`src/logic/dpsem_params.svh`:
```
// timing counts and field constants for the token host controller
`ifndef DPSEM_PARAMS_SVH
`define DPSEM_PARAMS_SVH
`define DPSEM_FLAG_COUNT 8
`define DPSEM_IDX_W 3
`define DPSEM_DATA_W 16
`define DPSEM_CLK_MHZ 200
`define DPSEM_SETUP_NS 20
`define DPSEM_SETUP_CYC ((`DPSEM_SETUP_NS * `DPSEM_CLK_MHZ + 999) / 1000)
`define DPSEM_CLAIM_DATA 1'b0
`define DPSEM_FREE_DATA 1'b1
`endif

```
`src/logic/dpsem_pkg.sv`:
```
// types for the token host controller
package dpsem_pkg;
    typedef enum logic [1:0] {
        DPSEM_OP_CLAIM,
        DPSEM_OP_RELEASE,
        DPSEM_OP_POLL,
        DPSEM_OP_INIT
    } dpsem_op_e;
    typedef enum logic [2:0] {
        DPSEM_IDLE,
        DPSEM_WRITE,
        DPSEM_GAP,
        DPSEM_READ,
        DPSEM_DONE
    } dpsem_state_e;
endpackage

```
`src/logic/dpsem_host.sv`:
```
// host controller driving one port of a dual-port token flag block
`timescale 1ns/1ps
`default_nettype none
`include "dpsem_params.svh"
module dpsem_host
    import dpsem_pkg::*;
#(
    parameter int SETUP_CYC = `DPSEM_SETUP_CYC,
    parameter int DATA_W = `DPSEM_DATA_W
) (
    input wire logic sys_clk,
    input wire logic srst,
    input wire logic cmd_valid,
    output logic cmd_ready,
    input wire dpsem_op_e cmd_op,
    input wire logic [`DPSEM_IDX_W-1:0] cmd_index,
    output logic rsp_valid,
    output logic rsp_owned,
    output logic rsp_flag,
    output logic init_done,
    output logic token_space_select_n,
    output logic output_enable_n,
    output logic write_enable_n,
    output logic [`DPSEM_IDX_W-1:0] token_index_bits,
    output logic [DATA_W-1:0] data_out,
    output logic data_oe_n,
    input wire logic [DATA_W-1:0] data_in
);
    // below two cycles the write strobe would vanish inside select and the
    // read would be taken before the synchroniser holds the device's data
    localparam int PHASE_CYC = (SETUP_CYC < 2) ? 2 : SETUP_CYC;
    localparam logic [7:0] SETUP_LAST = 8'(PHASE_CYC - 1);
    localparam logic [7:0] READ_LAST = 8'(PHASE_CYC + 1);

    dpsem_state_e state;
    dpsem_op_e op;
    logic [7:0] wait_cnt;
    logic [`DPSEM_IDX_W-1:0] init_idx;
    logic init_busy;
    logic [DATA_W-1:0] din_meta;
    logic [DATA_W-1:0] din_sync;
    logic wr_bit;

    // an unsynced bus from another device; a whole-word read is safe because
    // the device holds it frozen while this port keeps its read active
    always_ff @(posedge sys_clk) begin
        din_meta <= data_in;
        din_sync <= din_meta;
    end

    function automatic logic flag_of(input logic [DATA_W-1:0] w);
        flag_of = &w;
    endfunction

    // shared by the write and gap phases
    function automatic logic [7:0] next_phase_cnt(input logic [7:0] cnt, input logic last);
        next_phase_cnt = last ? 8'h00 : cnt + 8'h01;
    endfunction

    assign cmd_ready = (state == DPSEM_IDLE) && !init_busy;
    wire logic phase_end = (wait_cnt == SETUP_LAST);
    // last read cycle: the synchronised word is taken here
    wire logic read_last = (state == DPSEM_READ) && (wait_cnt == READ_LAST);

    always_ff @(posedge sys_clk) begin
        if (srst) begin
            state <= DPSEM_IDLE;
            wait_cnt <= 8'h00;
        end else begin
            unique case (state)
                DPSEM_IDLE: begin
                    wait_cnt <= 8'h00;
                    if (init_busy || cmd_valid) begin
                        // polls skip the write: reads never claim
                        state <= (!init_busy && cmd_op == DPSEM_OP_POLL) ?
                            DPSEM_READ : DPSEM_WRITE;
                    end
                end
                DPSEM_WRITE: begin
                    wait_cnt <= next_phase_cnt(wait_cnt, phase_end);
                    if (phase_end) begin
                        state <= DPSEM_GAP;
                    end
                end
                DPSEM_GAP: begin
                    wait_cnt <= next_phase_cnt(wait_cnt, phase_end);
                    if (phase_end) begin
                        state <= (op == DPSEM_OP_CLAIM) ? DPSEM_READ : DPSEM_DONE;
                    end
                end
                DPSEM_READ: begin
                    // two extra cycles cover the input synchroniser
                    wait_cnt <= wait_cnt + 8'h01;
                    if (read_last) begin
                        state <= DPSEM_DONE;
                    end
                end
                DPSEM_DONE: begin
                    wait_cnt <= 8'h00;
                    state <= DPSEM_IDLE; // strobes off for at least two cycles
                end
            endcase
        end
    end

    always_ff @(posedge sys_clk) begin
        if (srst) begin
            op <= DPSEM_OP_INIT;
            token_index_bits <= 3'h0;
            wr_bit <= `DPSEM_FREE_DATA;
        end else if (state == DPSEM_IDLE) begin
            if (init_busy) begin
                op <= DPSEM_OP_INIT;
                token_index_bits <= init_idx;
                wr_bit <= `DPSEM_FREE_DATA;
            end else if (cmd_valid) begin
                op <= cmd_op;
                token_index_bits <= cmd_index;
                // a failed claim stays pending; only a release, an init command or the start-up sweep withdraws it
                // a release also withdraws a pending request
                wr_bit <= (cmd_op == DPSEM_OP_CLAIM) ? `DPSEM_CLAIM_DATA :
                    `DPSEM_FREE_DATA;
            end
        end
    end

    // start-up sweep frees every flag from this port; the far port does its own
    always_ff @(posedge sys_clk) begin
        if (srst) begin
            init_busy <= 1'b1;
            init_idx <= 3'h0;
            init_done <= 1'b0;
        end else if (state == DPSEM_DONE && op == DPSEM_OP_INIT) begin
            init_idx <= init_idx + 3'h1;
            if (init_idx == 3'(`DPSEM_FLAG_COUNT - 1)) begin
                init_busy <= 1'b0;
                init_done <= 1'b1;
            end
        end
    end

    // index is stable a full cycle before select asserts
    always_ff @(posedge sys_clk) begin
        if (srst) begin
            token_space_select_n <= 1'b1;
        end else begin
            token_space_select_n <= !(state == DPSEM_WRITE || state == DPSEM_READ);
        end
    end

    // the strobe rises a cycle before select so the device latches a settled bit
    always_ff @(posedge sys_clk) begin
        if (srst) begin
            write_enable_n <= 1'b1;
        end else begin
            write_enable_n <= !(state == DPSEM_WRITE && !phase_end);
        end
    end

    // data stays driven through the gap to cover the device's hold time
    always_ff @(posedge sys_clk) begin
        if (srst) begin
            data_out <= '0;
            data_oe_n <= 1'b1;
        end else begin
            data_oe_n <= !(state == DPSEM_WRITE || state == DPSEM_GAP);
            data_out <= {{(DATA_W-1){1'b0}}, wr_bit};
        end
    end

    // select and enable fall together so the device latches one settled read
    always_ff @(posedge sys_clk) begin
        if (srst) begin
            output_enable_n <= 1'b1;
        end else begin
            output_enable_n <= !(state == DPSEM_READ);
        end
    end

    always_ff @(posedge sys_clk) begin
        if (srst) begin
            rsp_valid <= 1'b0;
        end else begin
            rsp_valid <= (state == DPSEM_DONE) && (op != DPSEM_OP_INIT);
        end
    end

    // ownership after a claim or poll is read back; a release answers not owned without a read
    always_ff @(posedge sys_clk) begin
        if (srst) begin
            rsp_owned <= 1'b0;
            rsp_flag <= 1'b1;
        end else if (read_last) begin
            rsp_flag <= flag_of(din_sync);
            rsp_owned <= !flag_of(din_sync);
        end else if (state == DPSEM_DONE && op == DPSEM_OP_RELEASE) begin
            rsp_flag <= 1'b1;
            rsp_owned <= 1'b0;
        end
    end
    // flags are purely advisory here; no memory access is gated
endmodule
`default_nettype wire

```
`config.mk`:
```
export PLATFORM = sky130hd
export DESIGN_NAME = dpsem_host
export DESIGN_NICKNAME = d
export VERILOG_FILES = /design/src/logic/dpsem_pkg.sv /design/src/logic/dpsem_host.sv
export VERILOG_INCLUDE_DIRS = /design/src /design/src/logic
export SDC_FILE = /design/constraint.sdc
export NUM_CORES = 1
export LEC_CHECK = 0
export BUFFER_PORTS_ARGS = -buffer_cell sky130_fd_sc_hd__buf_4
export CORE_MARGIN = 5
export CORE_UTILIZATION = 52
export DETAILED_ROUTE_END_ITERATION = 8
export PLACE_DENSITY = 0.75
export REMOVE_ABC_BUFFERS = 1
export SYNTH_ARGS = -nofsm -noshare
export SYNTH_HDL_FRONTEND = slang
export SYNTH_SLANG_ARGS = --single-unit
```
`constraint.sdc`:
```
create_clock -name sys_clk -period 1.85 [get_ports sys_clk]
set_clock_uncertainty 0.1 [all_clocks]
set_input_delay 0.2775 -clock sys_clk [delete_from_list [all_inputs] [get_ports sys_clk]]
set_output_delay 0.2775 -clock sys_clk [all_outputs]
set_load 0.1 [all_outputs]
```
## After elaboration in Yosys (flattened, before gate mapping)

Index checks and enable logic that the tools add are counted.

| word-level totals | value |
|---|---|
| output and inout bits | 28 |
| memories | 0 |
| bits in registers | 77 |
| bits of input ports | 24 |
| logic and storage cells | 84 |
| bits in read-only memories | 0 |
| bits in writable memories | 0 |
| bits in latches | 0 |

| cells by class | value |
|---|---|
| multiplexer cells | 20 |
| order comparisons | 0 |
| reductions and logical operators | 28 |
| bitwise gates (word level) | 0 |
| divide/modulo/power cells | 0 |
| add/subtract/negate cells | 2 |
| $mul | 0 |
| equality and inequality tests | 15 |
| shift-type cells | 0 |

Operators by type and width:

| operator | number |
|---|---|
| $pmux 8 s3 | 1 |
| $mux 3 | 7 |
| $reduce_and 16->1 | 1 |
| $pmux 3 s5 | 1 |
| $add 8x1->8 const B | 1 |
| $eq 8x2->1 const B | 1 |
| $eq 8x3->1 const B | 1 |
| $mux 8 | 1 |
| $ne 2x2->1 const B | 4 |
| $logic_and 1x1->1 | 7 |
| $logic_not 1->1 | 7 |
| $mux 1 | 7 |
| $eq 3x2->1 const B | 2 |
| $eq 3x3->1 const B | 2 |
| $mux 2 | 3 |
| $eq 2x2->1 const B | 2 |
| $logic_not 2->1 | 2 |
| $reduce_and 2->1 | 2 |
| $reduce_and 4->1 | 1 |
| $reduce_bool 2->1 | 2 |
| $reduce_or 2->1 | 2 |
| $add 3x1->3 const B | 1 |
| $eq 3x1->1 const B | 1 |
| $logic_not 3->1 | 1 |
| 3 further kinds | 5 |

## Logic depth before layout (Yosys ltp)

Gate-level depths: netlist of run 1.

| depth | value |
|---|---|
| depth after elaboration | 5 |
| mapped depth | 6 |
| mapped depth without buffers | 6 |

## Least setup slack after synthesis of run 1

Ideal clock, no wire load.

| path | value |
|---|---|
| kind | register -> output |
| start point | register state[0] |
| end point | output port cmd_ready |
| stages on the path, launching flop included | 3 |
| data required time | 1472 ps |
| slack | -1886 ps |
| path buffers | 1 |
| data arrival time | 3358 ps |
| path through | dfxtp_1 buf_6 nor4_1 |

| between the ends | value |
|---|---|
| cells in the longest elaborated chain, start to end | 2 |

Ends and longest elaborated chain:

| what | line | RTL |
|---|---|---|
| from (decl) | dpsem_host.sv:35 | `dpsem_state_e state;` |
| from (signal assigned) | dpsem_host.sv:75 | `state <= (!init_busy && cmd_op == DPSEM_OP_POLL) ?` |
| from (signal assigned) | dpsem_host.sv:88 | `state <= (op == DPSEM_OP_CLAIM) ? DPSEM_READ : DPSEM_DONE;` |
| $logic_not 3->1 | dpsem_host.sv:60 | `assign cmd_ready = (state == DPSEM_IDLE) && !init_busy;` |
| $logic_and 1x1->1 | dpsem_host.sv:60 |  |
| to (decl) | dpsem_host.sv:14 | `output logic cmd_ready,` |

No other way between the ends.

## Final worst setup path of run 1

Ends and elaborated chain as after synthesis.

==> impl_summary.txt, run 1 <==
----------------------------------------------------
[Setup path]
  Required time of the critical path ... 1.47 ns
  Critical path cell sequence ... nor4_4, buf_6
  Crit end category ... primary output
  Critical-path cell with the highest stage delay ... sky130_fd_sc_hd__dfxtp_1
  Worst path arrival time ... 1.37 ns
  Cell family with most CP delay ... flip-flops
  Critical path startpoint category ... flip-flop
  Crit path buffers/inverters ... 1
  Maximum net fanout on the critical path ... 11
  Category of the most critical setup path ... reg -> out
  Largest stage delay on the critical path ... 0.44 ns

[Route]
  Final routed DRC violation total ... 0
  Detailed router's first-iteration violation count ... 104
  DRT Pass-1 Iters ... 4
  Antenna violation net count after detailed routing ... 0
  Vias/cell ... 4.853
  Total number of vias ... 1490
  Total length of routed wires ... 3733 um
  Routed WL per cell ... 12.16 um

[Finish]
  Number of filler instances in the final layout ... 305
  Post-route cell area ... 2746 sq um
  Flip-flop and latch area ... 1241 sq um
  Fraction of layout instances using a drive strength above 1 ... 23.35%
  Layout area overhead ... 28.44%
  Area used by multi-input combinational logic ... 793.3 sq um
  Commonest cells after routing, fill and taps aside ... sky130_fd_sc_hd__dfxtp_1 (62), sky130_fd_sc_hd__buf_4 (37), sky130_fd_sc_hd__nor2_1 (20)
  # nets final ... 281
  Number of diodes added for antenna fixing ... 0
  Most common library cell in the layout ignoring fill and taps ... sky130_fd_sc_hd__dfxtp_1

[Floorplan]
  Num ports ... 52
  Number of placement rows ... 23
  Effective utilization at floorplan ... 53.46%
  Die Wd ... 74.13 um
  Die area ... 5495 sq um
  Die boundary height ... 74.13 um
  Core Box Area ... 4000 sq um

[Logic synthesis]
  Dominant combinational cell family by area after synthesis ... simple AND/OR/NAND/NOR gates
  Post-synth ARST share ... 0%
  Post-synthesis area per instance ... 10.91 sq um
  Gate Count Post-Synth ... 196
  Flops & latches, synth ... 62
  Fraction of synthesized area in multiplexers ... 1.404%
  Basic-gate share of the synthesized area counting and, or, nand and nor cells ... 16.91%
  Area share of fa/ha/maj cells after synthesis ... 2.341%
  Part of the Yosys area used for sequential elements ... 58.05%
  Primary flip-flop cell chosen by synthesis mapping ... sky130_fd_sc_hd__dfxtp_1
  Distinct cells, synth ... 43
  Number of flops mapped to enable cells by yosys ... 0
  Compound-cell area share of the yosys netlist ... 9.421%
  Post-Synth XOR/XNOR Area ... 3.686%
  Syn Std Cell Area ... 2138 sq um
  Warning count from the yosys run ... 0

[Timing]
  Post-route setup TNS ... 0 ns
  Final min period ... 1.745 ns
  Hold violation count in the final report ... 0
  Top achievable clock speed ... 0.5730 GHz
  Total count of max-transition violations in the final report ... 0
  Count of endpoints failing setup in the final report ... 0
  RSZ-0062 raised after global routing ... false
  Post-route clock period utilization ... 94.34%

[Hold path]
  Worst min path class ... in -> reg

[Global routing]
  Total routing resource utilization after global routing ... 15.09%
  Wire length of the first global-routing pass ... 6078 um
  Largest net degree at the start of global routing ... 22
  Vias in the first global route ... 1361
  Number of antenna violations at the first check in global routing ... 0
  Sum of overflow across all layers after global routing ... 0

[Job]
  Max-cap violations ... 0

[Pwr]
  Power Total ... 3.806 mW
  Power density over cell area ... 1386 nW/um^2
  Worst ir drop on vdd ... 800.3 uV
  Leakage dissipation ... 1.178 nW

[Status]
  Run status ... finished, final reports clean

[Clock network]
  Clock buffer count from CTS ... 9
  Clk Tree Root Cell ... sky130_fd_sc_hd__clkbuf_8
  Postcts setup bufs ... 0
  Clock sinks ... 62
  Worst skew pair latency ... 0.33 ns
  Clock-pin slew on the worst setup and hold paths ... 0.06 ns
  Number of H-tree levels ... 3
  Buffer levels on the longest clock path ... 2
  TritonCTS clock tree ... done

[Place]
  Dpl hpwl ... 2481 um
  GPL Wtd Cong ... 0.7750
  Count of buffers inserted at the top-level ports ... 36
  Placement Cell Area ... 2379 sq um

----------------------------------------------------
logic make-up (layout without fill, tap and decap cells):
logic type               count (synthesis)  count (layout)
buffers and inverters                   25              72
adder cells (fa/ha/maj)                  4               4
AO/OA/AOI/OAI                           29              29
flip-flops                              62              62
XOR/XNOR                                 9               9
other                                    1              15
multiplexers                             3               3
AND/OR/NAND/NOR                         63              63
per-layer routing:
metal,vias up,wire [um],global-route usage (%)
met5,-,0,0
li1,759,-,-
met3,10,315,4.865
met1,673,1597,17.47
met2,48,1724,22.83
met4,0,95,12.07
worst reg2reg max path, delay by kind of cell, from the launching register on:
kind	cells	cell delay, ns
flip-flops	1	0.59
AND/OR/NAND/NOR	3	0.75
AO/OA/AOI/OAI	1	0.15
worst paths after layout:
| check | startpoint | endpoint | slack [ns] | cells after the start |
|---|---|---|---|---|
| min reg2reg | din_meta[8] | din_sync[8] | 0.22 | 0 |
| min | cmd_op[0] | wr_bit | 0.11 | 3 |
| max | state[0] | cmd_ready | 0.10 | 2 |
| max reg2reg | state[0] | rsp_flag | 0.15 | 4 |
through the flow:
stage / utilization (%) / instances / hold WS (ns) / setup slack (ns)
after floorplan: - / 188 / 0.2052 / -1.839
after CTS: 68.35 / 307 / 0.09385 / 0.03275
after global placement: 59.46 / 276 / 0.2108 / 0.2470
after global routing: 68.66 / 307 / 0.1090 / 0.02855
final: 68.66 / 307 / 0.1069 / 0.1047
after detailed placement: 59.46 / 276 / 0.2121 / 0.1711
power breakdown:
part	total [mW]	internal, mW	switching [mW]
Clock	1.13	0.646	0.484
Combinational	1.08	0.332	0.747
Sequential	1.60	1.47	0.127
Total	3.81	2.45	1.36
cell usage after synthesis, drive strengths merged, types with 4 or more instances:
cell type	instances	area, sq um
nand2	7	26.28
nand4	6	37.54
nor2	21	86.33
a211o	4	35.03
a21oi	8	40.04
nor3	4	25.02
xnor2	5	43.79
dfxtp	62	1241
xor2	4	35.03
buf	21	156.4
ha	4	50.05
registers in the layout (all words and copies together) (netlist names):
register / count
din_sync: 16
token_index_bits: 3
state: 3
wr_bit: 1
write_enable_n: 1
init_done: 1
op: 2
data_out: 1
wait_cnt: 8
rsp_flag: 1
data_oe_n: 1
token_space_select_n: 1
output_enable_n: 1
rsp_valid: 1
rsp_owned: 1
din_meta: 16
init_busy: 1
init_idx: 3
repair_timing:
| action | CTS | global route |
|---|---|---|
| resized for setup | 1 | 2 |
| setup endpoints to repair | 1 | 1 |
| hold buffers | 16 | 0 |
| endpoints found under the hold margin | 16 | 0 |
final cells by class:
class                   instances  share of cell area (%)
flip-flops and latches         62                   45.19
clock buffers                  11                   5.148
multi-input cells             123                   28.88
inverters                       3                  0.4100
well taps                      50                   2.278
clock inverters                 4                   1.731
repair buffers                 54                   16.36
Note: power is estimated with default switching activity, not from simulation.
==> run 2: changes to the inputs <==
--- a/config.mk
+++ b/config.mk
@@ -8,10 +8,12 @@
 export LEC_CHECK = 0
 export BUFFER_PORTS_ARGS = -buffer_cell sky130_fd_sc_hd__buf_4
 export CORE_MARGIN = 5
-export CORE_UTILIZATION = 52
+export CORE_UTILIZATION = 50
+export CTS_BUF_LIST = sky130_fd_sc_hd__clkbuf_4 sky130_fd_sc_hd__clkbuf_8 sky130_fd_sc_hd__clkbuf_16
 export DETAILED_ROUTE_END_ITERATION = 8
-export PLACE_DENSITY = 0.75
+export PLACE_DENSITY = 0.72
 export REMOVE_ABC_BUFFERS = 1
+export SETUP_SLACK_MARGIN = 0.3
 export SYNTH_ARGS = -nofsm -noshare
 export SYNTH_HDL_FRONTEND = slang
 export SYNTH_SLANG_ARGS = --single-unit
==> impl_summary.txt, run 2 (synthesis results as in run 1) <==
----------------------------------------------------
[Setup path]
  Crit path buffers/inverters ... 1 (unchanged)
  Largest stage delay on the critical path ... 0.36 ns (was 0.44 ns)
  Cell family with most CP delay ... flip-flops (unchanged)
  Critical path startpoint category ... flip-flop (unchanged)
  Critical path depth in cells ... 2 (unchanged)
  Maximum net fanout on the critical path ... 3 (was 11)
  Category of the most critical setup path ... reg -> out (unchanged)
  Length in cells of the worst reg-to-reg path ... 5 (was 4)
  Critical path cell sequence ... nor4_4, buf_6 (unchanged)
  Worst path arrival time ... 1.22 ns (was 1.37 ns)
  Critical-path cell with the highest stage delay ... sky130_fd_sc_hd__dfxtp_4 (was sky130_fd_sc_hd__dfxtp_1)
  Crit end category ... primary output (unchanged)
  Required time of the critical path ... 1.47 ns (about the same)

[Hold path]
  Worst min path class ... in -> reg (unchanged)
  Hold path depth ... 3 (unchanged)

[Timing]
  RSZ-0062 raised after global routing ... true (was false)
  Hold violation count in the final report ... 0 (unchanged)
  Worst setup margin ... 0.2506 ns (was 0.1047 ns)
  Post-Route Hold Slack ... 0.1142 ns (was 0.1069 ns)
  Count of endpoints failing setup in the final report ... 0 (unchanged)
  Post-route setup TNS ... 0 ns (unchanged)
  Post-route clock period utilization ... 86.45% (was 94.34%)
  Total count of max-transition violations in the final report ... 0 (unchanged)
  Top achievable clock speed ... 0.6252 GHz (was 0.5730 GHz)
  Final min period ... 1.599 ns (was 1.745 ns)

[Route]
  Total number of vias ... 1566 (was 1490)
  Vias/cell ... 4.894 (was 4.853)
  Routed WL per cell ... 12.91 um (was 12.16 um)
  Detailed router's first-iteration violation count ... 110 (was 104)
  Final routed DRC violation total ... 0 (unchanged)
  DRT Pass-1 Iters ... 4 (unchanged)
  Total length of routed wires ... 4131 um (was 3733 um)
  Antenna violation net count after detailed routing ... 0 (unchanged)

[Floorplan]
  Effective utilization at floorplan ... 52.33% (was 53.46%)
  Num ports ... 52 (unchanged)
  Die area ... 5684 sq um (was 5495 sq um)
  Number of placement rows ... 23 (unchanged)
  Core Box Area ... 4086 sq um (was 4000 sq um)
  Die Wd ... 75.40 um (was 74.13 um)
  Die boundary height ... 75.40 um (was 74.13 um)

[Finish]
  Number of diodes added for antenna fixing ... 0 (unchanged)
  Most common library cell in the layout ignoring fill and taps ... sky130_fd_sc_hd__dfxtp_1 (unchanged)
  Area used by multi-input combinational logic ... 895.9 sq um (was 793.3 sq um)
  Biggest regs ... din_meta x16, din_sync x16, wait_cnt x8 (unchanged)
  Number of filler instances in the final layout ... 293 (was 305)
  Core utilization of the finished layout ... 73.03% (was 68.66%)
  Layout area overhead ... 39.56% (was 28.44%)
  Fraction of layout instances using a drive strength above 1 ... 33.33% (was 23.35%)
  Flip-flop and latch area ... 1264 sq um (was 1241 sq um)
  Commonest cells after routing, fill and taps aside ... sky130_fd_sc_hd__dfxtp_1 (56), sky130_fd_sc_hd__buf_4 (47), sky130_fd_sc_hd__nor2_1 (20) (was sky130_fd_sc_hd__dfxtp_1 (62), sky130_fd_sc_hd__buf_4 (37), sky130_fd_sc_hd__nor2_1 (20))
  # nets final ... 293 (was 281)

[Pwr]
  Worst ir drop on vdd ... 683.1 uV (was 800.3 uV)
  Internal power component ... 2.609 mW (was 2.448 mW)
  Portion of total power attributed to the clock network ... 28.9% (was 29.7%)
  Proportion of total power due to net switching ... 35.96% (was 35.69%)
  Leakage dissipation ... 1.266 nW (was 1.178 nW)
  Power density over cell area ... 1366 nW/um^2 (was 1386 nW/um^2)
  Combinational share of power ... 32.5% (was 28.4%)
  Sequential share of power ... 38.6% (was 41.9%)
  Net switching component of the power ... 1.465 mW (was 1.358 mW)

[Clock network]
  Clock-pin slew on the worst setup and hold paths ... 0.06 ns (about the same)
  Clock sinks ... 62 (unchanged)
  TritonCTS clock tree ... done (unchanged)
  Worst skew pair latency ... 0.33 ns (about the same)
  Clk Tree Root Cell ... sky130_fd_sc_hd__clkbuf_8 (unchanged)
  Clock buffer count from CTS ... 9 (unchanged)
  Number of H-tree levels ... 3 (unchanged)
  Buffer levels on the longest clock path ... 2 (unchanged)

[Place]
  GPL Wtd Cong ... 0.7869 (was 0.7750)
  Dpl hpwl ... 2496 um (was 2481 um)
  Worst setup slack before clock tree synthesis ... 0.1609 ns (was 0.1711 ns)
  Count of buffers inserted at the top-level ports ... 36 (unchanged)

[Status]
  Run status ... finished, final reports clean (unchanged)

[Global routing]
  Wire length of the first global-routing pass ... 6465 um (was 6078 um)
  Sum of overflow across all layers after global routing ... 0 (unchanged)
  Vias in the first global route ... 1450 (was 1361)
  Largest net degree at the start of global routing ... 22 (unchanged)
  Total routing resource utilization after global routing ... 15.59% (was 15.09%)
  Number of antenna violations at the first check in global routing ... 0 (unchanged)

[Job]
  Max-cap violations ... 0 (unchanged)

----------------------------------------------------
run 2: stage by stage:
stage          cell area [sq um]  std cells  power, mW
2_1_floorplan               2031        188      2.435
3_3_place_gp                2386        277      2.660
3_5_place_dp                2386        277      2.682
4_1_cts                     2846        313      3.983
5_1_grt                     2984        320      4.267
6_report                    2984        320      4.075
run 2: area by class of cell:
| class | instances | share of cell area [%] |
|---|---|---|
| clock buffers | 11 | 4.864 |
| clock inverters | 5 | 1.971 |
| multi-input cells | 123 | 30.02 |
| inverters | 3 | 0.3774 |
| well taps | 50 | 2.096 |
| repair buffers | 66 | 18.32 |
| flip-flops and latches | 62 | 42.35 |
run 2: per-layer routing:
layer,track usage [%],wire [um],vias to the layer above
met1,17.63,1688,720
met3,4.222,305,7
met5,0,0,-
li1,-,-,787
met4,11.07,91,0
met2,25.31,2046,52
run 2: worst paths after layout:
check / slack, ns / end / from
max: 0.25 / cmd_ready / state[0]
min: 0.11 / wr_bit / cmd_op[0]
max reg2reg: 0.30 / state[1] / wait_cnt[0]
min reg2reg: 0.23 / din_sync[2] / din_meta[2]
run 2: power by group through the flow:
stage | sequential (mW) | combinational (mW) | clock [mW]
6_report | 1.57 | 1.32 | 1.18
5_1_grt | 1.59 | 1.41 | 1.27
4_1_cts | 1.57 | 1.21 | 1.20
3_5_place_dp | 1.61 | 1.07 | 0
3_3_place_gp | 1.60 | 1.06 | 0
2_1_floorplan | 1.94 | 0.498 | 0
run 2: worst register-to-register path: stages (launching register included):
cell	delay [ns]
sky130_fd_sc_hd__dfxtp_4	0.36
sky130_fd_sc_hd__ha_4	0.16
sky130_fd_sc_hd__nor4b_4	0.13
sky130_fd_sc_hd__a211o_1	0.34
sky130_fd_sc_hd__and2_4	0.17
sky130_fd_sc_hd__a311oi_2	0.18
run 2: repair_timing:
action | in CTS | in global routing
pin swaps | 1 | 7
endpoints found under the hold margin | 16 | 0
cloned | 0 | 0
resized for setup | 18 | 16
hold buffers | 16 | 0
setup endpoints to repair | 14 | 24
setup buffers | 4 | 7
==> run 3: changes to the inputs <==
--- a/config.mk
+++ b/config.mk
@@ -7,11 +7,13 @@
 export NUM_CORES = 1
 export LEC_CHECK = 0
 export BUFFER_PORTS_ARGS = -buffer_cell sky130_fd_sc_hd__buf_4
+export CELL_PAD_IN_SITES_DETAIL_PLACEMENT = 0
+export CELL_PAD_IN_SITES_GLOBAL_PLACEMENT = 1
 export CORE_MARGIN = 5
-export CORE_UTILIZATION = 50
+export CORE_UTILIZATION = 40
 export CTS_BUF_LIST = sky130_fd_sc_hd__clkbuf_4 sky130_fd_sc_hd__clkbuf_8 sky130_fd_sc_hd__clkbuf_16
 export DETAILED_ROUTE_END_ITERATION = 8
-export PLACE_DENSITY = 0.72
+export PLACE_DENSITY = 0.74
 export REMOVE_ABC_BUFFERS = 1
 export SETUP_SLACK_MARGIN = 0.3
 export SYNTH_ARGS = -nofsm -noshare
==> impl_summary.txt, run 3 (synthesis results as in run 1) <==
----------------------------------------------------
[Place]
  Placement Cell Area ... 2419 sq um (was 2386 sq um)
  Count of buffers inserted at the top-level ports ... 36 (unchanged)
  Worst setup slack before clock tree synthesis ... 0.1554 ns (was 0.1609 ns)
  Dpl hpwl ... 2459 um (was 2496 um)
  Count of placed standard cells including taps ... 298 (was 277)
  GPL Wtd Cong ... 0.7715 (was 0.7869)

[Timing]
  Final min period ... 1.617 ns (was 1.599 ns)
  Hold violation count in the final report ... 0 (unchanged)
  RSZ-0062 raised after global routing ... true (unchanged)
  Count of endpoints failing setup in the final report ... 0 (unchanged)
  Post-route clock period utilization ... 87.39% (was 86.45%)
  Worst setup margin ... 0.2334 ns (was 0.2506 ns)
  Post-Route Hold Slack ... 0.1036 ns (was 0.1142 ns)
  Total count of max-transition violations in the final report ... 0 (unchanged)
  Post-route setup TNS ... 0 ns (unchanged)
  Top achievable clock speed ... 0.6186 GHz (was 0.6252 GHz)

[Route]
  Total length of routed wires ... 3988 um (was 4131 um)
  Routed WL per cell ... 11.66 um (was 12.91 um)
  DRT Pass-1 Iters ... 4 (unchanged)
  Vias/cell ... 4.447 (was 4.894)
  Total number of vias ... 1521 (was 1566)
  Detailed router's first-iteration violation count ... 88 (was 110)
  Antenna violation net count after detailed routing ... 0 (unchanged)
  Final routed DRC violation total ... 0 (unchanged)

[Global routing]
  Total routing resource utilization after global routing ... 11.75% (was 15.59%)
  Sum of overflow across all layers after global routing ... 0 (unchanged)
  Largest net degree at the start of global routing ... 22 (unchanged)
  Wire length of the first global-routing pass ... 6292 um (was 6465 um)
  Number of antenna violations at the first check in global routing ... 0 (unchanged)
  Vias in the first global route ... 1410 (was 1450)

[Setup path]
  Cell family with most CP delay ... flip-flops (unchanged)
  Crit path buffers/inverters ... 1 (unchanged)
  Maximum net fanout on the critical path ... 4 (was 3)
  Crit end category ... primary output (unchanged)
  Worst path arrival time ... 1.24 ns (was 1.22 ns)
  Category of the most critical setup path ... reg -> out (unchanged)
  Critical path startpoint category ... flip-flop (unchanged)
  Required time of the critical path ... 1.47 ns (about the same)
  Critical-path cell with the highest stage delay ... sky130_fd_sc_hd__dfxtp_4 (unchanged)
  Critical path cell sequence ... nor4_4, buf_6 (unchanged)
  Largest stage delay on the critical path ... 0.36 ns (about the same)

[Status]
  Run status ... finished, final reports clean (unchanged)

[Job]
  Max-cap violations ... 0 (unchanged)

[Finish]
  Layout area overhead ... 40.90% (was 39.56%)
  # nets final ... 295 (was 293)
  Number of diodes added for antenna fixing ... 0 (unchanged)
  Fraction of layout instances using a drive strength above 1 ... 32.72% (was 33.33%)
  Biggest regs ... din_meta x16, din_sync x16, wait_cnt x8 (unchanged)
  Most common library cell in the layout ignoring fill and taps ... sky130_fd_sc_hd__dfxtp_1 (unchanged)
  Post-route insts no fill ... 342 (was 320)
  Commonest cells after routing, fill and taps aside ... sky130_fd_sc_hd__dfxtp_1 (56), sky130_fd_sc_hd__buf_4 (50), sky130_fd_sc_hd__nor2_1 (20) (was sky130_fd_sc_hd__dfxtp_1 (56), sky130_fd_sc_hd__buf_4 (47), sky130_fd_sc_hd__nor2_1 (20))
  Core utilization of the finished layout ... 58.62% (was 73.03%)
  Post-route cell area ... 3013 sq um (was 2984 sq um)

[Floorplan]
  Core Box Area ... 5140 sq um (was 4086 sq um)
  Die Wd ... 83.12 um (was 75.40 um)
  Die boundary height ... 83.12 um (was 75.40 um)
  Die area ... 6908 sq um (was 5684 sq um)
  Num ports ... 52 (unchanged)
  Number of placement rows ... 26 (was 23)
  Effective utilization at floorplan ... 41.60% (was 52.33%)

[Pwr]
  Power Total ... 4.196 mW (was 4.075 mW)
  Leakage dissipation ... 1.281 nW (was 1.266 nW)
  Worst ir drop on vdd ... 828.2 uV (was 683.1 uV)
  Power density over cell area ... 1393 nW/um^2 (was 1366 nW/um^2)

[Clock network]
  Buffer levels on the longest clock path ... 2 (unchanged)
  Clk Tree Root Cell ... sky130_fd_sc_hd__clkbuf_8 (unchanged)
  Clock sinks ... 62 (unchanged)
  Clock-pin slew on the worst setup and hold paths ... 0.07 ns (was 0.06 ns)
  Clock buffer count from CTS ... 9 (unchanged)
  Number of H-tree levels ... 3 (unchanged)
  Worst skew pair latency ... 0.34 ns (was 0.33 ns)
  TritonCTS clock tree ... done (unchanged)

[Hold path]
  Worst min path class ... in -> reg (unchanged)

----------------------------------------------------
## run 3: cell types whose count changed in the layout (fill, tap and decap cells not counted), sizes merged
cell	delta
buf	+2
bufinv	+1
clkbuf	-1
clkinvlp	-1
inv	+1
## run 3: final cells by class
type                       count  area [sq um]
clock buffer                  10         131.4
clock inverter                 6         93.84
fill                         446          2127
inverter                       3         11.26
multi-input combinational    123         872.1
sequential                    62          1259
tap                           70         87.58
timing repair buffer          68         558.0
## run 3: timing repair
action                                  4_1_cts  5_1_grt
gates resized for setup                      17       12
setup buffers                                 2       10
hold buffers                                 16        0
endpoints found under the hold margin        16        0
endpoints found under the setup margin       13        9
pin swaps                                     4        5
## run 3: per-layer routing
layer / vias to the layer above / GRT usage (%) / share of wire [%] / wire (um)
li1: 789 / - / - / -
met2: 46 / 18.37 / 48 / 1915
met3: 10 / 5.050 / 7.7 / 307
met5: - / 0 / 0 / 0
met1: 676 / 12.46 / 43 / 1695
met4: 0 / 8.915 / 1.7 / 69
## run 3: worst register-to-register path: stages (launching register included)
cell and delay, ns:
sky130_fd_sc_hd__dfxtp_4 0.36, sky130_fd_sc_hd__buf_4 0.15, sky130_fd_sc_hd__buf_4 0.14, sky130_fd_sc_hd__and3b_2 0.20, sky130_fd_sc_hd__nand4_1 0.11, sky130_fd_sc_hd__buf_4 0.12
sky130_fd_sc_hd__o311ai_1 0.09, sky130_fd_sc_hd__a21o_1 0.18
## run 3: report_power, final
part           leakage, nW  total (mW)  switching [mW]  internal, mW
Clock                0.110        1.32           0.533         0.782
Sequential           0.518        1.57          0.0906          1.48
Combinational        0.652        1.31           0.852         0.455
Total                 1.28        4.20            1.48          2.72
## run 3: worst paths after layout
path | start | endpoint | slack, ns | depth (start not counted)
worst min register to register | din_meta[3] | din_sync[3] | 0.23 | 0
worst min-delay path | cmd_op[0] | wr_bit | 0.10 | 3
worst max register to register | state[0] | rsp_flag | 0.30 | 7
worst max-delay path | state[0] | cmd_ready | 0.23 | 2
